File: config.mk
export PLATFORM = sky130hd
export DESIGN_NAME = asc_ctrl
export DESIGN_NICKNAME = d
export VERILOG_FILES = /design/src/rtl/asc_pkg.sv /design/src/rtl/asc_clk_ratio.sv /design/src/rtl/asc_ctrl.sv /design/src/rtl/asc_result_mem.sv
export VERILOG_INCLUDE_DIRS = /design/src /design/src/rtl
export SDC_FILE = /design/constraint.sdc
export NUM_CORES = 1
export LEC_CHECK = 0
export BUFFER_PORTS_ARGS = -buffer_cell sky130_fd_sc_hd__buf_2
export CAP_MARGIN = 20
export CORE_ASPECT_RATIO = 0.9
export CORE_UTILIZATION = 38
export CTS_CLUSTER_SIZE = 14
export DETAILED_ROUTE_END_ITERATION = 10
export HOLD_SLACK_MARGIN = 0.06
export PLACE_DENSITY_LB_ADDON = 0.15
export RECOVER_POWER = 100
export SYNTH_ARGS = -nofsm -noshare
export SYNTH_HDL_FRONTEND = slang
export SYNTH_SLANG_ARGS = --single-unit
export TNS_END_PERCENT = 30
File: constraint.sdc
create_clock -name pclk -period 4.4 [get_ports pclk]
set_input_delay 0.22 -clock pclk [delete_from_list [all_inputs] [get_ports pclk]]
set_output_delay 0.22 -clock pclk [all_outputs]
set_load 0.1 [all_outputs]
File: src/rtl/asc_defs.svh
// Constants for the A/D result storage controller.
// Overview of operation
// - Each result is 12 bits and lands in its source's data register.
// - Conversion clock runs at 1:1, 1:2, 2:1, 4:1 or 8:1 to bus clock.
// - Cycle bit picks conversion time: 0.88 us clear, 0.67 us set, at 48 MHz.
// - Eighteen channel result registers plus one duplication register for double trigger.
// - Temperature, internal reference and self-diagnosis have their own result registers.
// - Addition mode sums results, storing 2 or 4 extra bits.
// - Double trigger mode only works in single scan or group scan.
// - Double trigger: first result to channel register, second to duplication register.
// - Continuous scan repeats until stopped; single scan converts once.
// - With group A priority, a group A trigger aborts group B and starts A.
`ifndef ASC_DEFS_SVH
`define ASC_DEFS_SVH
`define ASC_OFF_CTRL 8'h00
`define ASC_OFF_CMD 8'h04
`define ASC_OFF_STAT 8'h08
`define ASC_OFF_SELA 8'h0c
`define ASC_OFF_SELB 8'h10
`define ASC_OFF_RES 8'h40
`define ASC_OFF_RES_END 8'h94
`define ASC_CMD_START 0
`define ASC_CMD_TRIGB 1
`define ASC_CMD_STOP 2
`define ASC_IDX_TEMP 5'h12
`define ASC_IDX_LAST 5'h14
`define ASC_MEM_DUP 5'h12
`define ASC_CONV_MHZ 48
`define ASC_TIME_SLOW_NS 880
`define ASC_TIME_FAST_NS 670
`define ASC_CYC_SLOW ((`ASC_TIME_SLOW_NS * `ASC_CONV_MHZ) / 1000)
`define ASC_CYC_FAST ((`ASC_TIME_FAST_NS * `ASC_CONV_MHZ) / 1000)
`define ASC_ADD_SHORT 5'h03
`define ASC_ADD_LONG 5'h0f
`endif

File: src/rtl/asc_pkg.sv
// Types shared by the A/D result storage controller.
`default_nettype none
package asc_pkg;
  typedef enum logic [1:0] {SCAN_SINGLE, SCAN_CONT, SCAN_GROUP, SCAN_RSVD} asc_mode_e;
  typedef enum logic [1:0] {ST_IDLE, ST_SEEK, ST_CONV} asc_state_e;
  typedef enum logic [2:0] {RATIO_1_1, RATIO_1_2, RATIO_2_1, RATIO_4_1, RATIO_8_1} asc_ratio_e;
  // Control register layout, most significant field first.
  typedef struct packed {
    logic [13:0] rsvd;
    logic diag_en;
    logic vref_en;
    logic temp_en;
    logic [4:0] dbl_ch;
    logic [2:0] ratio;
    logic gapri;
    logic add16;
    logic add_en;
    logic dbl;
    logic cyc_fast;
    logic [1:0] mode;
  } asc_ctrl_s;
  // One write into the result store.
  typedef struct packed {
    logic we;
    logic [4:0] addr;
    logic [15:0] data;
  } asc_wr_s;
endpackage
`default_nettype wire

File: src/rtl/asc_clk_ratio.sv
// Conversion clock edge counter derived from the peripheral bus clock.
`timescale 1ns/1ps
`default_nettype none
module asc_clk_ratio (
  input wire logic pclk, // Peripheral bus clock.
  input wire logic presetn, // Asynchronous reset, active low.
  input wire logic [2:0] ratio, // Selected frequency ratio code.
  output logic [1:0] step_q // Conversion clock edges in this bus cycle.
);
  logic [2:0] div_q;
  logic [2:0] div_max;
  logic wrap;

  // Divider length for the slower conversion clock settings.
  assign div_max = (ratio == asc_pkg::RATIO_2_1) ? 3'h1 :
                   (ratio == asc_pkg::RATIO_4_1) ? 3'h3 :
                   (ratio == asc_pkg::RATIO_8_1) ? 3'h7 : 3'h0;
  assign wrap = (div_q >= div_max);

  always_ff @(posedge pclk or negedge presetn)
  begin
    if (!presetn)
    begin
      div_q <= 3'h0;
      step_q <= 2'h0;
    end
    else
    begin
      div_q <= wrap ? 3'h0 : div_q + 3'h1;
      step_q <= (ratio == asc_pkg::RATIO_1_2) ? 2'h2 : {1'b0, wrap};
    end
  end
endmodule // asc_clk_ratio
`default_nettype wire

File: src/rtl/asc_ctrl.sv
// Top of the A/D result storage controller with its APB register slave.
`timescale 1ns/1ps
`default_nettype none
`include "asc_defs.svh"
module asc_ctrl #(
  parameter int NCH = 18 // Analog input channels.
) (
  input wire logic pclk, // Peripheral bus clock.
  input wire logic presetn, // Asynchronous reset, active low.
  input wire logic psel, // APB select.
  input wire logic penable, // APB enable.
  input wire logic pwrite, // APB direction.
  input wire logic [7:0] paddr, // APB byte address.
  input wire logic [31:0] pwdata, // APB write data.
  output logic [31:0] prdata_q, // APB read data.
  output logic pready_q, // APB ready.
  output logic pslverr_q, // APB error on unmapped address.
  input wire logic trig_a, // Group A or scan start trigger pulse.
  input wire logic trig_b, // Group B trigger pulse.
  input wire logic [11:0] analog_code, // Converter code at end of conversion.
  output logic sh_start_q, // Pulse starting one conversion.
  output logic [4:0] sh_chan_q, // Source being converted.
  output logic busy_q // Scan in progress.
);
  asc_pkg::asc_ctrl_s ctrl_q;
  asc_pkg::asc_state_e state_q;
  asc_pkg::asc_wr_s wr;
  logic [NCH-1:0] sel_a_q, sel_b_q;
  logic [4:0] idx_q, rep_q;
  logic [5:0] cnt_q;
  logic [15:0] acc_q;
  logic grp_b_q, second_q;
  logic [1:0] step;
  logic [15:0] mem_rdata;

  // APB decode.
  wire acc_ph = psel && penable && !pready_q;
  wire wr_go = acc_ph && pwrite;
  wire hit_ctrl = (paddr == `ASC_OFF_CTRL);
  wire hit_cmd = (paddr == `ASC_OFF_CMD);
  wire hit_stat = (paddr == `ASC_OFF_STAT);
  wire hit_sela = (paddr == `ASC_OFF_SELA);
  wire hit_selb = (paddr == `ASC_OFF_SELB);
  wire hit_res = (paddr >= `ASC_OFF_RES) && (paddr <= `ASC_OFF_RES_END) && (paddr[1:0] == 2'h0);
  wire hit_any = hit_ctrl || hit_cmd || hit_stat || hit_sela || hit_selb || hit_res;
  wire [5:0] res_word = paddr[7:2] - 6'(`ASC_OFF_RES >> 2);
  wire cmd_wr = wr_go && hit_cmd;

  // Mode decode.
  wire is_cont = (ctrl_q.mode == asc_pkg::SCAN_CONT);
  wire is_group = (ctrl_q.mode == asc_pkg::SCAN_GROUP);
  wire dbl_ok = ctrl_q.dbl && !is_cont;
  wire start_a = trig_a || (cmd_wr && pwdata[`ASC_CMD_START]);
  wire start_b = is_group && (trig_b || (cmd_wr && pwdata[`ASC_CMD_TRIGB]));
  wire stop = cmd_wr && pwdata[`ASC_CMD_STOP];
  wire abort_b = is_group && ctrl_q.gapri && grp_b_q && (state_q != asc_pkg::ST_IDLE) && start_a;

  // Sources selected for this scan; extras convert with group A, single scan or continuous scan.
  wire [`ASC_IDX_LAST:0] all_mask = grp_b_q ?
    {3'h0, sel_b_q} : {ctrl_q.diag_en, ctrl_q.vref_en, ctrl_q.temp_en, sel_a_q};
  wire [`ASC_IDX_LAST:0] dbl_mask = (`ASC_IDX_LAST + 1)'(1) << ctrl_q.dbl_ch;
  wire [`ASC_IDX_LAST:0] mask = dbl_ok ? dbl_mask : all_mask;
  wire scan_end = (idx_q > `ASC_IDX_LAST);
  wire take = !scan_end && mask[idx_q[4:0]];

  wire [5:0] target = ctrl_q.cyc_fast ? 6'(`ASC_CYC_FAST) : 6'(`ASC_CYC_SLOW);
  wire [6:0] cnt_next = {1'b0, cnt_q} + {5'h0, step};
  wire conv_done = (state_q == asc_pkg::ST_CONV) && (cnt_next >= {1'b0, target});

  wire [4:0] add_last = ctrl_q.add16 ? `ASC_ADD_LONG : `ASC_ADD_SHORT;
  wire add_more = ctrl_q.add_en && (rep_q != add_last);
  wire [15:0] sum = acc_q + {4'h0, analog_code};

  wire [4:0] home = (idx_q >= `ASC_IDX_TEMP) ? idx_q + 5'h1 : idx_q;
  assign wr.we = conv_done && !add_more && !abort_b;
  assign wr.addr = (dbl_ok && second_q) ? `ASC_MEM_DUP : home;
  assign wr.data = ctrl_q.add_en ? sum : {4'h0, analog_code};

  asc_clk_ratio u_ratio (
    .pclk(pclk),
    .presetn(presetn),
    .ratio(ctrl_q.ratio),
    .step_q(step)
  );

  asc_result_mem #(.DEPTH(`ASC_IDX_LAST + 2)) u_mem (
    .pclk(pclk),
    .presetn(presetn),
    .wr(wr),
    .raddr(res_word[4:0]),
    .rdata_q(mem_rdata)
  );

  // Register writes; result words take no bus writes.
  always_ff @(posedge pclk or negedge presetn)
  begin
    if (!presetn)
    begin
      ctrl_q <= '0;
      sel_a_q <= '0;
      sel_b_q <= '0;
    end
    else if (wr_go)
    begin
      if (hit_ctrl)
        ctrl_q <= {14'h0000, pwdata[17:0]};
      else if (hit_sela)
        sel_a_q <= pwdata[NCH-1:0];
      else if (hit_selb)
        sel_b_q <= pwdata[NCH-1:0];
    end
  end

  // Read mux, one wait state so the result store can answer.
  wire [31:0] stat_w = {24'h0, second_q, grp_b_q, idx_q, busy_q};
  wire [31:0] rd_mux = hit_ctrl ? ctrl_q :
                       hit_stat ? stat_w :
                       hit_sela ? 32'(sel_a_q) :
                       hit_selb ? 32'(sel_b_q) :
                       hit_res ? {16'h0000, mem_rdata} : 32'h0;

  // APB answer.
  always_ff @(posedge pclk or negedge presetn)
  begin
    if (!presetn)
    begin
      pready_q <= 1'b0;
      pslverr_q <= 1'b0;
      prdata_q <= 32'h0;
    end
    else
    begin
      pready_q <= acc_ph;
      pslverr_q <= acc_ph && !hit_any;
      prdata_q <= (acc_ph && !pwrite) ? rd_mux : 32'h0;
    end
  end

  // Scan sequencer.
  always_ff @(posedge pclk or negedge presetn)
  begin
    if (!presetn)
    begin
      state_q <= asc_pkg::ST_IDLE;
      idx_q <= 5'h0;
      cnt_q <= 6'h0;
      rep_q <= 5'h0;
      acc_q <= 16'h0;
      grp_b_q <= 1'b0;
      second_q <= 1'b0;
      sh_start_q <= 1'b0;
      sh_chan_q <= 5'h0;
      busy_q <= 1'b0;
    end
    else
    begin
      sh_start_q <= 1'b0;
      if (stop)
      begin
        state_q <= asc_pkg::ST_IDLE;
        busy_q <= 1'b0;
      end
      else if (abort_b)
      begin
        grp_b_q <= 1'b0;
        idx_q <= 5'h0;
        acc_q <= 16'h0;
        rep_q <= 5'h0;
        state_q <= asc_pkg::ST_SEEK;
      end
      else
      begin
        case (state_q)
          asc_pkg::ST_IDLE:
          begin
            if (start_a || start_b)
            begin
              grp_b_q <= !start_a;
              idx_q <= 5'h0;
              state_q <= asc_pkg::ST_SEEK;
              busy_q <= 1'b1;
            end
          end
          asc_pkg::ST_SEEK:
          begin
            if (scan_end)
            begin
              if (is_cont)
                idx_q <= 5'h0;
              else
              begin
                state_q <= asc_pkg::ST_IDLE;
                busy_q <= 1'b0;
                second_q <= dbl_ok && !second_q;
              end
            end
            else if (take)
            begin
              state_q <= asc_pkg::ST_CONV;
              cnt_q <= 6'h0;
              rep_q <= 5'h0;
              acc_q <= 16'h0;
              sh_start_q <= 1'b1;
              sh_chan_q <= idx_q;
            end
            else
              idx_q <= idx_q + 5'h1;
          end
          asc_pkg::ST_CONV:
          begin
            cnt_q <= cnt_next[5:0];
            if (conv_done)
            begin
              cnt_q <= 6'h0;
              if (add_more)
              begin
                acc_q <= sum;
                rep_q <= rep_q + 5'h1;
                sh_start_q <= 1'b1;
              end
              else
              begin
                idx_q <= idx_q + 5'h1;
                state_q <= asc_pkg::ST_SEEK;
              end
            end
          end
          default:
            state_q <= asc_pkg::ST_IDLE;
        endcase
      end
    end
  end

  // Bus clock cycles from a conversion start to its last count at the 1:1 ratio.
  localparam int CONV_SLOW_LAST = `ASC_CYC_SLOW - 1;
  localparam int CONV_FAST_LAST = `ASC_CYC_FAST - 1;
endmodule // asc_ctrl
`default_nettype wire

File: src/rtl/asc_result_mem.sv
// Result store: channel, duplication and extra source registers.
`timescale 1ns/1ps
`default_nettype none
module asc_result_mem #(
  parameter int DEPTH = 22 // Number of result words.
) (
  input wire logic pclk, // Clock.
  input wire logic presetn, // Asynchronous reset, active low.
  input wire asc_pkg::asc_wr_s wr, // Write from conversion logic only.
  input wire logic [4:0] raddr, // Read index.
  output logic [15:0] rdata_q // Registered read data.
);
  logic [15:0] mem_q [DEPTH];

  genvar gi;
  generate
    for (gi = 0; gi < DEPTH; gi++)
    begin : g_word
      always_ff @(posedge pclk or negedge presetn)
      begin
        if (!presetn)
          mem_q[gi] <= 16'h0000;
        else if (wr.we && wr.addr == 5'(gi))
          mem_q[gi] <= wr.data;
      end
    end
  endgenerate

  // Registered read port; out-of-range indexes read zero.
  always_ff @(posedge pclk or negedge presetn)
  begin
    if (!presetn)
      rdata_q <= 16'h0000;
    else
      rdata_q <= (int'(raddr) < DEPTH) ? mem_q[raddr] : 16'h0000;
  end
endmodule // asc_result_mem
`default_nettype wire

==> results.md, run 1 <==
- Status: finished with violations
- Failing checks: max-capacitance violations, max-slew violations
- Critical path type: primary input to register
- Global route overflow: 0
- Die area: 62300 um^2
- Post-route DRC: 0
- Final hold vios: 0
- Max FO, Critical Path: 28
- Final setup violation count: 0
- # nets final: 2230
- Placer Congestion: 0.917
- Final worst slack: 462 ps
- Area contributors post-synth: dfrtp_1, mux4_2, mux2_2
- Total CTS buffers: 53
- Resized cells post-CTS: 0
- Fraction of registers with async set/reset: 100%
- CP Launch Type: primary input
- Row count: 85
- Largest net degree at the start of global routing: 113
- Post-DP HPWL: 40.6 mm
- Die height: 237 um
- Synth Register Bits: 490
- Vias per cell: 5.46
- Tmin final: 3940 ps
- Simple-gate share of the synthesized area: between 10 and 15%
- Slew margin rel.: -78.1%
- Setup TNS: 0 ps
- Final Skew: 27.6 ps
- Die Width: 263 um
- Dpl ws: 706 ps
- Htree depth: 2
- Worst-Skew Late Latency: 620 ps
- Antenna violations before repair: 4
- Grt peak-use layer: met2
- Critical path buffers and inverters: 2
- Core area: 60200 um^2
- Leading area contributor after synthesis: dfrtp_1
- Seq/Total Area, Yosys: 52.7%
- Cell count after synthesis: 2090
- Arr. time, crit path: approximately 4400 ps
- Synth Area in XOR/XNOR: 0.790%
- Crit path cell chain: clkbuf_1 > clkbuf_1 > mux4_2 > mux4_2 > mux2_1
- FMAX: 254 MHz
- I/O Buffers: 71
- Pre-Repair DR Iteration Count: 5
- Post-synth top area share: between 50% and 60%
- EDFF count, synth: 0
- Slowest-stage cell, CP: clkbuf_1
- Mean Syn Cell Area: 11.1 um^2
- Post-CTS Repair Setup Buffers: 0
- First-pass GRT wire length: 101 mm
- Share of cells above drive strength 1: 19.5%
- Power, Total: 11.0 mW
- Post-synthesis compound-gate area fraction: between 10% and 20%
- Vias in the first global route: 16700
- Mux cell area share after synthesis: between 10% and 20%
- Required @ worst endpoint: 4860 ps
- Reg clk slew, reported paths: approximately 60 ps
- CTS sink cnt: 490
- Final ANT Viol Nets: 0
- Leak: approximately 12 nW
- Most frequent cells in the layout: dfrtp_1, nand2_1, o21ai_0, nor2_1, a21oi_1
- Met1 Use GR: 30.3%
- CP max stage delay: around 1500 ps
- Iter 0 DRT Violations: between 1000 and 1500
- DRT Wirelength: 64.1 mm
- Initial Utilization: 38.7%
- Synth unique cells: between 70 and 80
- Area growth from synthesis to layout: 12.9%
- Ys flop type: dfrtp_1
- Post-place instance area: about 25000 um^2
- Grt met2 use: 33.4%
- Largest family of logic cells by synthesized area: multiplexers
- Maximum root-to-sink buffer count: 3
- CTS Root Cell: clkbuf_16
- Cell area after layout: between 20000 and 30000 um^2
- Post-Synth Adder-Cell Area: between 1.5 and 2%
- WL per Instance: 21.6 um
- VDD IR max: between 0.0002 and 0.0003 V
- Worst-case hold slack: 119 ps
- Worst-Margin Slew: 2670 ps
- Ratio of total power to cell area: 418 nW/um^2
- Diode count: 0
- Via Count: 16200
- Met3 Use GR: 2.51%
- RSZ-0062 raised after global routing: no
- CTS tree: built
- Yosys warnings: 0
- Max cap viols: 4
- HP Class: primary input to register
- Final-report max-slew violation count: about 180
- Crit. End Element: register
- Fin crit share: 89.5%
- Mapped cell area: 23300 um^2
- Delay-heaviest family, CP: buffers and inverters
- Commonest non-fill, non-tap cell in the layout: dfrtp_1
- IO Pins: 100
- GRT Total Usage: 21.1%
[worst paths after layout]
kind                       slack [ps]  depth (start not counted)                            to                       start
setup / recovery                  460                          5    u_mem.rdata_q[1]$_DFF_PN0_                    paddr[3]
hold / removal                    120                          4          acc_q[0]$_DFFE_PN0P_              analog_code[0]
setup reg to reg                  510                         13  u_mem.mem_q[124]$_DFFE_PN0P_        cnt_q[0]$_DFFE_PN0P_
hold reg to reg                   470                          1    u_ratio.div_q[0]$_DFF_PN0_  u_ratio.div_q[0]$_DFF_PN0_
max in group asynchronous         930                          3  u_mem.mem_q[164]$_DFFE_PN0P_                     presetn
min in group asynchronous         940                          2    u_ratio.div_q[2]$_DFF_PN0_                     presetn
[cell families after synthesis]
group,count (synthesis)
adders and majority gates,29
other,1
DFF,490
buffers and inverters,202
muxes,273
and+or+nand+nor,570
AOI/OAI and AO/OA,504
xor gates and xnor gates,21
[flip-flops by register name (all words and copies together) (netlist names), 2 cells and up]
register and cells:
acc_q 16, cnt_q 6, ctrl_q 18, idx_q 5
prdata_q 18, rep_q 5, sel_a_q 18, sel_b_q 18
sh_chan_q 5, state_q 2, u_mem.mem_q 352, u_mem.rdata_q 16
u_ratio.div_q 3, u_ratio.step_q 2
[report_power, final]
group | switching [mW] | internal (mW)
Sequential | 0.136 | 4.67
Clock | 1.85 | 2.65
Combinational | 1.13 | 0.561
Total | 3.12 | 7.88
[synthesized netlist by cell type, drive strengths merged, types with 4 or more instances]
master and n:
dfrtp 490, nand2 266, o21ai 253, nor2 159, a21oi 134, mux2 134
clkbuf 117, mux4 104, buf 59, mux2i 35, nand3 30, ha 27
inv 26, a22oi 23, nor3 18, and2 15, o31ai 15, xnor2 14
and3 13, nor2b 12, nand2b 11, a221oi 10, or2 10, a21o 9
or3 8, nor4 7, o22a 7, xor2 7, nand4 6, a22o 5
a31oi 5, o21a 5, a211oi 4, a311oi 4, o211ai 4, o22ai 4
[routing by layer]
layer / share of wire [%] / vias up
li1: - / 7539
met3: 4.0 / 98
met4: 2.7 / 0
met1: 47 / 8160
met5: 0 / -
met2: 46 / 384
[tightest hold or removal path, stage by stage]
cell and delay [ps]:
buf_2 100, ha_1 250, inv_1 50, o31ai_1 70
[metrics by stage]
step	instances	utilization [%]
final	2964	43.7
after detailed placement	2849	40.9
after global routing	2964	43.7
after global placement	2849	40.9
after CTS	2964	44.1
after floorplan	2103	-
[layout make-up]
| class | count | area (um^2) |
|---|---|---|
| clock buffers | 81 | 1580 |
| clock inverters | 13 | 166 |
| fillers | 5710 | 33900 |
| inverters | 26 | 97.6 |
| multi-input cells | 1411 | 10200 |
| flip-flops and latches | 490 | 12300 |
| well taps | 783 | 980 |
| repair buffers | 160 | 995 |
[repair_timing]
item	4_1_cts	5_1_grt
hold buffers	21	0
endpoints found under the setup margin	0	0
endpoints found under the hold margin	150	0
Note: power is estimated with default switching activity, not from simulation.
==> run 2, diff against run 1 <==
- clock period: 4.4 -> 4 ns (I/O delays scaled with it)
==> run 2 against run 1 <==
Compared with the run above: the run still ends with max-capacitance violations, max-slew violations left; total power rose by 8.7%; first-iteration DRC count rose by 10%; clock-buffer cell count shrank 6; via count increased by 0.74%; combinational power grew 12%; largest cell class unchanged; non-clock buffer count rose by 2; critical path type is now register to register; largest power group unchanged; sequential power grew 9.8%; clock power grew 6.2%; core utilization up 0.18 points; clock skew fell by 5.4 ps.
==> results.md, run 2 (synthesis gave the netlist of run 1 again) <==
- CP Launch Type: register
- Crit path cell chain: ha_1 > fa_1 > inv_1 > ha_1 > nor2b_1 > o32ai_1 > o21a_1 > or2_2 > nor3_1 > nand3_1 > clkbuf_2 > nand2_1 > o21ai_0
- Maximum root-to-sink buffer count: 3
- CTS tree: built
- Vias in the first global route: 16500
- Crit. End Element: register
- Die area: 62300 um^2
- Post-route DRC: 0
- Largest Register: u_mem.mem_q
- Slowest-stage cell, CP: clkbuf_2
- Htree depth: 2
- VDD IR max: about 0.00032 V
- WL per Instance: 21.9 um
- Final setup violation count: 0
- Placer Congestion: 0.876
- Share of cells above drive strength 1: 19.8%
- Diode count: 0
- RSZ-0062 raised after global routing: no
- Row count: 85
- Required @ worst endpoint: 4430 ps
- Global route overflow: 0
- I/O Buffers: 71
- R2r setup slk: 250 ps
- Fin crit share: 93.6%
- # nets final: approximately 2200
- Iter 0 DRT Violations: 1196
- Area growth from synthesis to layout: 13.4%
- Vias per cell: roughly 5.5
- Max FFs per register: 352
- Commonest non-fill, non-tap cell in the layout: dfrtp_1
- FMAX: 267 MHz
- Die Width: 263 um
- Setup TNS: 0 ps
- CTS sink cnt: 490
- IO Pins: 100
- Arr. time, crit path: 4180 ps
- Pre-Repair DR Iteration Count: 5
- CTS Root Cell: clkbuf_16
- Largest net degree at the start of global routing: 94
- Via Count: about 16000
- Ratio of total power to cell area: 453 nW/um^2
- Slew margin rel.: -109%
- Initial Utilization: between 30 and 40%
- Failing checks: max-capacitance violations, max-slew violations
- Max cap viols: 2
- Total CTS buffers: 52
- Most frequent cells in the layout: dfrtp_1, nand2_1, o21ai_0, nor2_1, a21oi_1
- HP Class: primary input to register
- Critical path type: register to register
- Final hold vios: 0
- GRT Total Usage: 21.3%
- Max FO, Critical Path: 32
- Most used cell, CP: ha_1
- Final-report max-slew violation count: around 190
- Worst-Margin Slew: 3140 ps
- Status: finished with violations
- Delay-heaviest family, CP: simple AND/OR/NAND/NOR gates
- Die height: 237 um
- Core area: 60200 um^2
- Worst-Skew Late Latency: 610 ps
- Critical path buffers and inverters: 2
- CP max stage delay: 550 ps
- Tmin final: 3750 ps
- Reg clk slew, reported paths: 60 ps
- Post-place instance area: 24800 um^2
- Antenna violations before repair: 1
- Post-DP HPWL: 40.4 mm
- Final Skew: 22.2 ps
- DRT Wirelength: between 60 and 70 mm
- Final ANT Viol Nets: 0
- Cell area after layout: 26400 um^2
- Leak: roughly 12 nW
- First-pass GRT wire length: between 100 and 150 mm
run 2: metal layers:
metal / up-vias / routed length (um) / global-route usage (%)
met4: 0 / 1760 / 6.50
met1: 8325 / 30200 / 30.0
met2: 361 / 30100 / 33.8
met5: - / 0 / 0
li1: 7529 / - / -
met3: 86 / 2940 / 3.22
run 2: what timing repair did:
item,in CTS,in global routing
buffers inserted,0,0
hold buffers,21,0
hold endpoints to repair,141,0
gates resized for setup,0,1
setup endpoints to repair,0,1
run 2: worst reg2reg max path, delay by kind of cell, from the launching register on:
family / cells / cell delay, ps
AOI/OAI and AO/OA: 3 / 380
adders and majority gates: 3 / 1020
buffers and inverters: 2 / 610
DFF: 1 / 380
and+or+nand+nor: 5 / 1220
run 2: worst paths after layout:
check | start | endpoint | cells past startpoint
min in group asynchronous | presetn | u_ratio.step_q[1]$_DFF_PN0_ | 2
max reg2reg | cnt_q[0]$_DFFE_PN0P_ | u_mem.mem_q[253]$_DFFE_PN0P_ | 13
max in group asynchronous | presetn | u_mem.mem_q[234]$_DFFE_PN0P_ | 3
min | analog_code[0] | acc_q[0]$_DFFE_PN0P_ | 4
min reg2reg | u_ratio.div_q[0]$_DFF_PN0_ | u_ratio.div_q[0]$_DFF_PN0_ | 1
max | cnt_q[0]$_DFFE_PN0P_ | u_mem.mem_q[253]$_DFFE_PN0P_ | 13
run 2: where the power goes:
group          internal [mW]  switching, mW  total (mW)
logic                  0.636           1.26        1.90
registers               5.14          0.141        5.28
clock network           2.76           2.03        4.78
total                   8.53           3.43        12.0
run 2: per-stage QoR:
stage / util, % / setup slack [ps] / cells / hold slack (ps) / power, mW
2_1_floorplan: - / 732 / 2103 / -95.6 / 6.66
3_3_place_gp: 41.1 / 191 / 2851 / 291 / 7.24
3_5_place_dp: 41.1 / 160 / 2851 / 302 / 7.28
4_1_cts: 44.2 / 131 / 2963 / 89.3 / 12.1
5_1_grt: 43.9 / 30.0 / 2963 / 130 / 12.5
6_report: 43.9 / 254 / 2963 / 125 / 12.0
run 2: layout make-up:
cell class	instances	area (um^2)
fill	5682	33800
multi-input combinational	1411	10300
sequential	490	12300
tap	783	980
clock inverter	16	188
inverter	26	97.6
timing repair buffer	162	1140
clock buffer	75	1480
==> run 3, diff against run 2 <==
- BUFFER_PORTS_ARGS: -buffer_cell sky130_fd_sc_hd__buf_2 -> not set
- CORE_UTILIZATION: 38 -> 55
- DONT_BUFFER_PORTS: not set -> 1
==> run 3 against run 2 <==
Compared with the run above: via count grew 0.24%; combinational power shrank 17%; sequential power grew 2%; first-iteration DRC count grew 30%; the flow finishes with violations (negative hold slack, max-slew violations); flip-flop and latch count is the same; critical path depth shrank 4; highest routed layer unchanged; fmax grew 0.51%.
==> results.md, run 3 (synthesis gave the netlist of run 1 again) <==
- CTS sink cnt: 490
- Area taken by flip-flops and latches: about 12000 um^2
- Antenna violations before repair: 1
- Max FO, Critical Path: 15
- Post-DP HPWL: 36.4 mm
- Hold buffer count at CTS: 40
- Via Count: about 16000
- Critical path type: register to register
- Reg clk slew, reported paths: 60 ps
- IO Pins: 100
- Switching share of power: 27.1%
- Required @ worst endpoint: 4440 ps
- Crit. End Element: register
- HP Class: primary input to asynchronous set/reset pin
- CTS tree: built
- Row count: ~70
- Final hold vios: 490
- Final core occ: 61.8%
- Int Pwr: 8.68 mW
- Pre-Repair DR Iteration Count: 5
- Die height: slightly below 200 um
- Final Skew: roughly 20 ps
- Ratio of total power to cell area: ~460 nW/um^2
- Iter 0 DRT Violations: 1559
- Worst-Skew Late Latency: 600 ps
- Reg2Reg Depth: 9
- DRT Wirelength: roughly 60 mm
- R2r setup slk: 270 ps
- Clock network fraction of total power: approximately 41%
- Failing checks: negative hold slack, max-slew violations
- Die area: 43200 um^2
- # nets final: roughly 2200
- I/O Buffers: 0
- Fillers: roughly 3400
- Status: finished with violations
- Total CTS buffers: a little over 50
- Share of cells above drive strength 1: 17.9%
- Flop pwr share: ~45%
- Post-route DRC: 0
- Setup TNS: 0 ps
- CP Launch Type: register
- Maximum root-to-sink buffer count: 3
- Arr. time, crit path: approximately 4200 ps
- Global route overflow: 0
- Final-report max-slew violation count: between 200 and 300
- Tmin final: 3730 ps
- Commonest non-fill, non-tap cell in the layout: dfrtp_1
- Largest Register: u_mem.mem_q
- Final setup violation count: 0
- Largest net degree at the start of global routing: 491
- Initial Utilization: 55.8%
- Final ANT Viol Nets: 0
- Vias per cell: between 6 and 7
- Max cap viols: 0
- CTS Root Cell: clkbuf_16
- Vias in the first global route: between 15000 and 20000
- Die Width: about 220 um
- Max FFs per register: 352
- Area growth from synthesis to layout: 10.8%
- Worst-Margin Slew: 2190 ps
- Total net switching power: between 3 and 4 mW
- Placer Congestion: 0.915
- Area of the multi-input gates: a little over 10000 um^2
- VDD IR max: 0.000317 V
- Fin crit share: 93.2%
- RSZ-0062 raised after global routing: no
- Htree depth: 2
- WL per Instance: 22.5 um
- Leak: 11.8 nW
- GRT Total Usage: 28.8%
- Slew margin rel.: -46.0%
- Core area: 41800 um^2
- FMAX: 268 MHz
- Most frequent cells in the layout: dfrtp_1, nand2_1, o21ai_0, nor2_1, a21oi_1
- First-pass GRT wire length: 94.9 mm
- Gate power share: 13.2%
- Worst-case hold slack: -698 ps
[run 3: layout make-up]
type,count,share of cell area [%]
flip-flops and latches,490,47.5
inverters,26,0.378
repair buffers,96,3.07
diodes,1,0.00970
well taps,547,2.65
clock buffers,73,5.85
multi-input cells,1411,39.6
clock inverters,17,0.887
[run 3: layer usage]
metal / share of wire (%) / global-route usage [%] / routed length (um)
met2: 47 / 46.1 / 28200
met3: 5.8 / 3.46 / 3490
met5: 0 / 0 / 0
met4: 3.0 / 9.98 / 1790
met1: 44 / 41.1 / 26400
[run 3: power groups by stage]
stage	Sequential, mW	Clock, mW	Combinational [mW]
after floorplan	5.43	0	1.23
after global placement	5.49	0	1.47
after detailed placement	5.50	0	1.52
after CTS	5.41	5.01	1.58
after global routing	5.43	5.21	1.71
final	5.41	4.92	1.57
[run 3: final timing paths]
path / startpoint / end
worst max-delay path: idx_q[0]$_DFFE_PN0P_ / cnt_q[3]$_DFFE_PN0P_
worst min-delay path: presetn / cnt_q[4]$_DFFE_PN0P_
worst max register to register: idx_q[0]$_DFFE_PN0P_ / cnt_q[3]$_DFFE_PN0P_
worst min register to register: u_ratio.div_q[0]$_DFF_PN0_ / u_ratio.div_q[0]$_DFF_PN0_
max in group asynchronous: presetn / acc_q[9]$_DFFE_PN0P_
min in group pclk: analog_code[9] / acc_q[9]$_DFFE_PN0P_
[run 3: worst max-delay path, cell delays in order, from the launching register on]
cell and delay (ps):
dfrtp_1 780, clkbuf_1 440, mux4_2 600, nand2_1 90, a21oi_1 80, a22o_1 340
o21ai_1 160, clkbuf_1 550, and2_0 390, o21ai_0 160
[run 3: metrics by stage]
stage          hold slack (ps)  instance area [um^2]  power (mW)  instances  setup WS (ps)
3_3_place_gp             -84.1                 23800        6.96       2530            241
3_5_place_dp             -80.7                 23800        7.01       2530            197
5_1_grt                   -705                 25800        12.3       2660           89.0
2_1_floorplan            -95.6                 23300        6.66       2103            732
6_report                  -698                 25800        11.9       2661            273
4_1_cts                   -704                 25900        12.0       2660            198
[run 3: timing repair]
item,CTS,global route
endpoints found under the setup margin,0,14
setup buffers,0,0
resized for setup,0,1
hold endpoints to repair,622,490
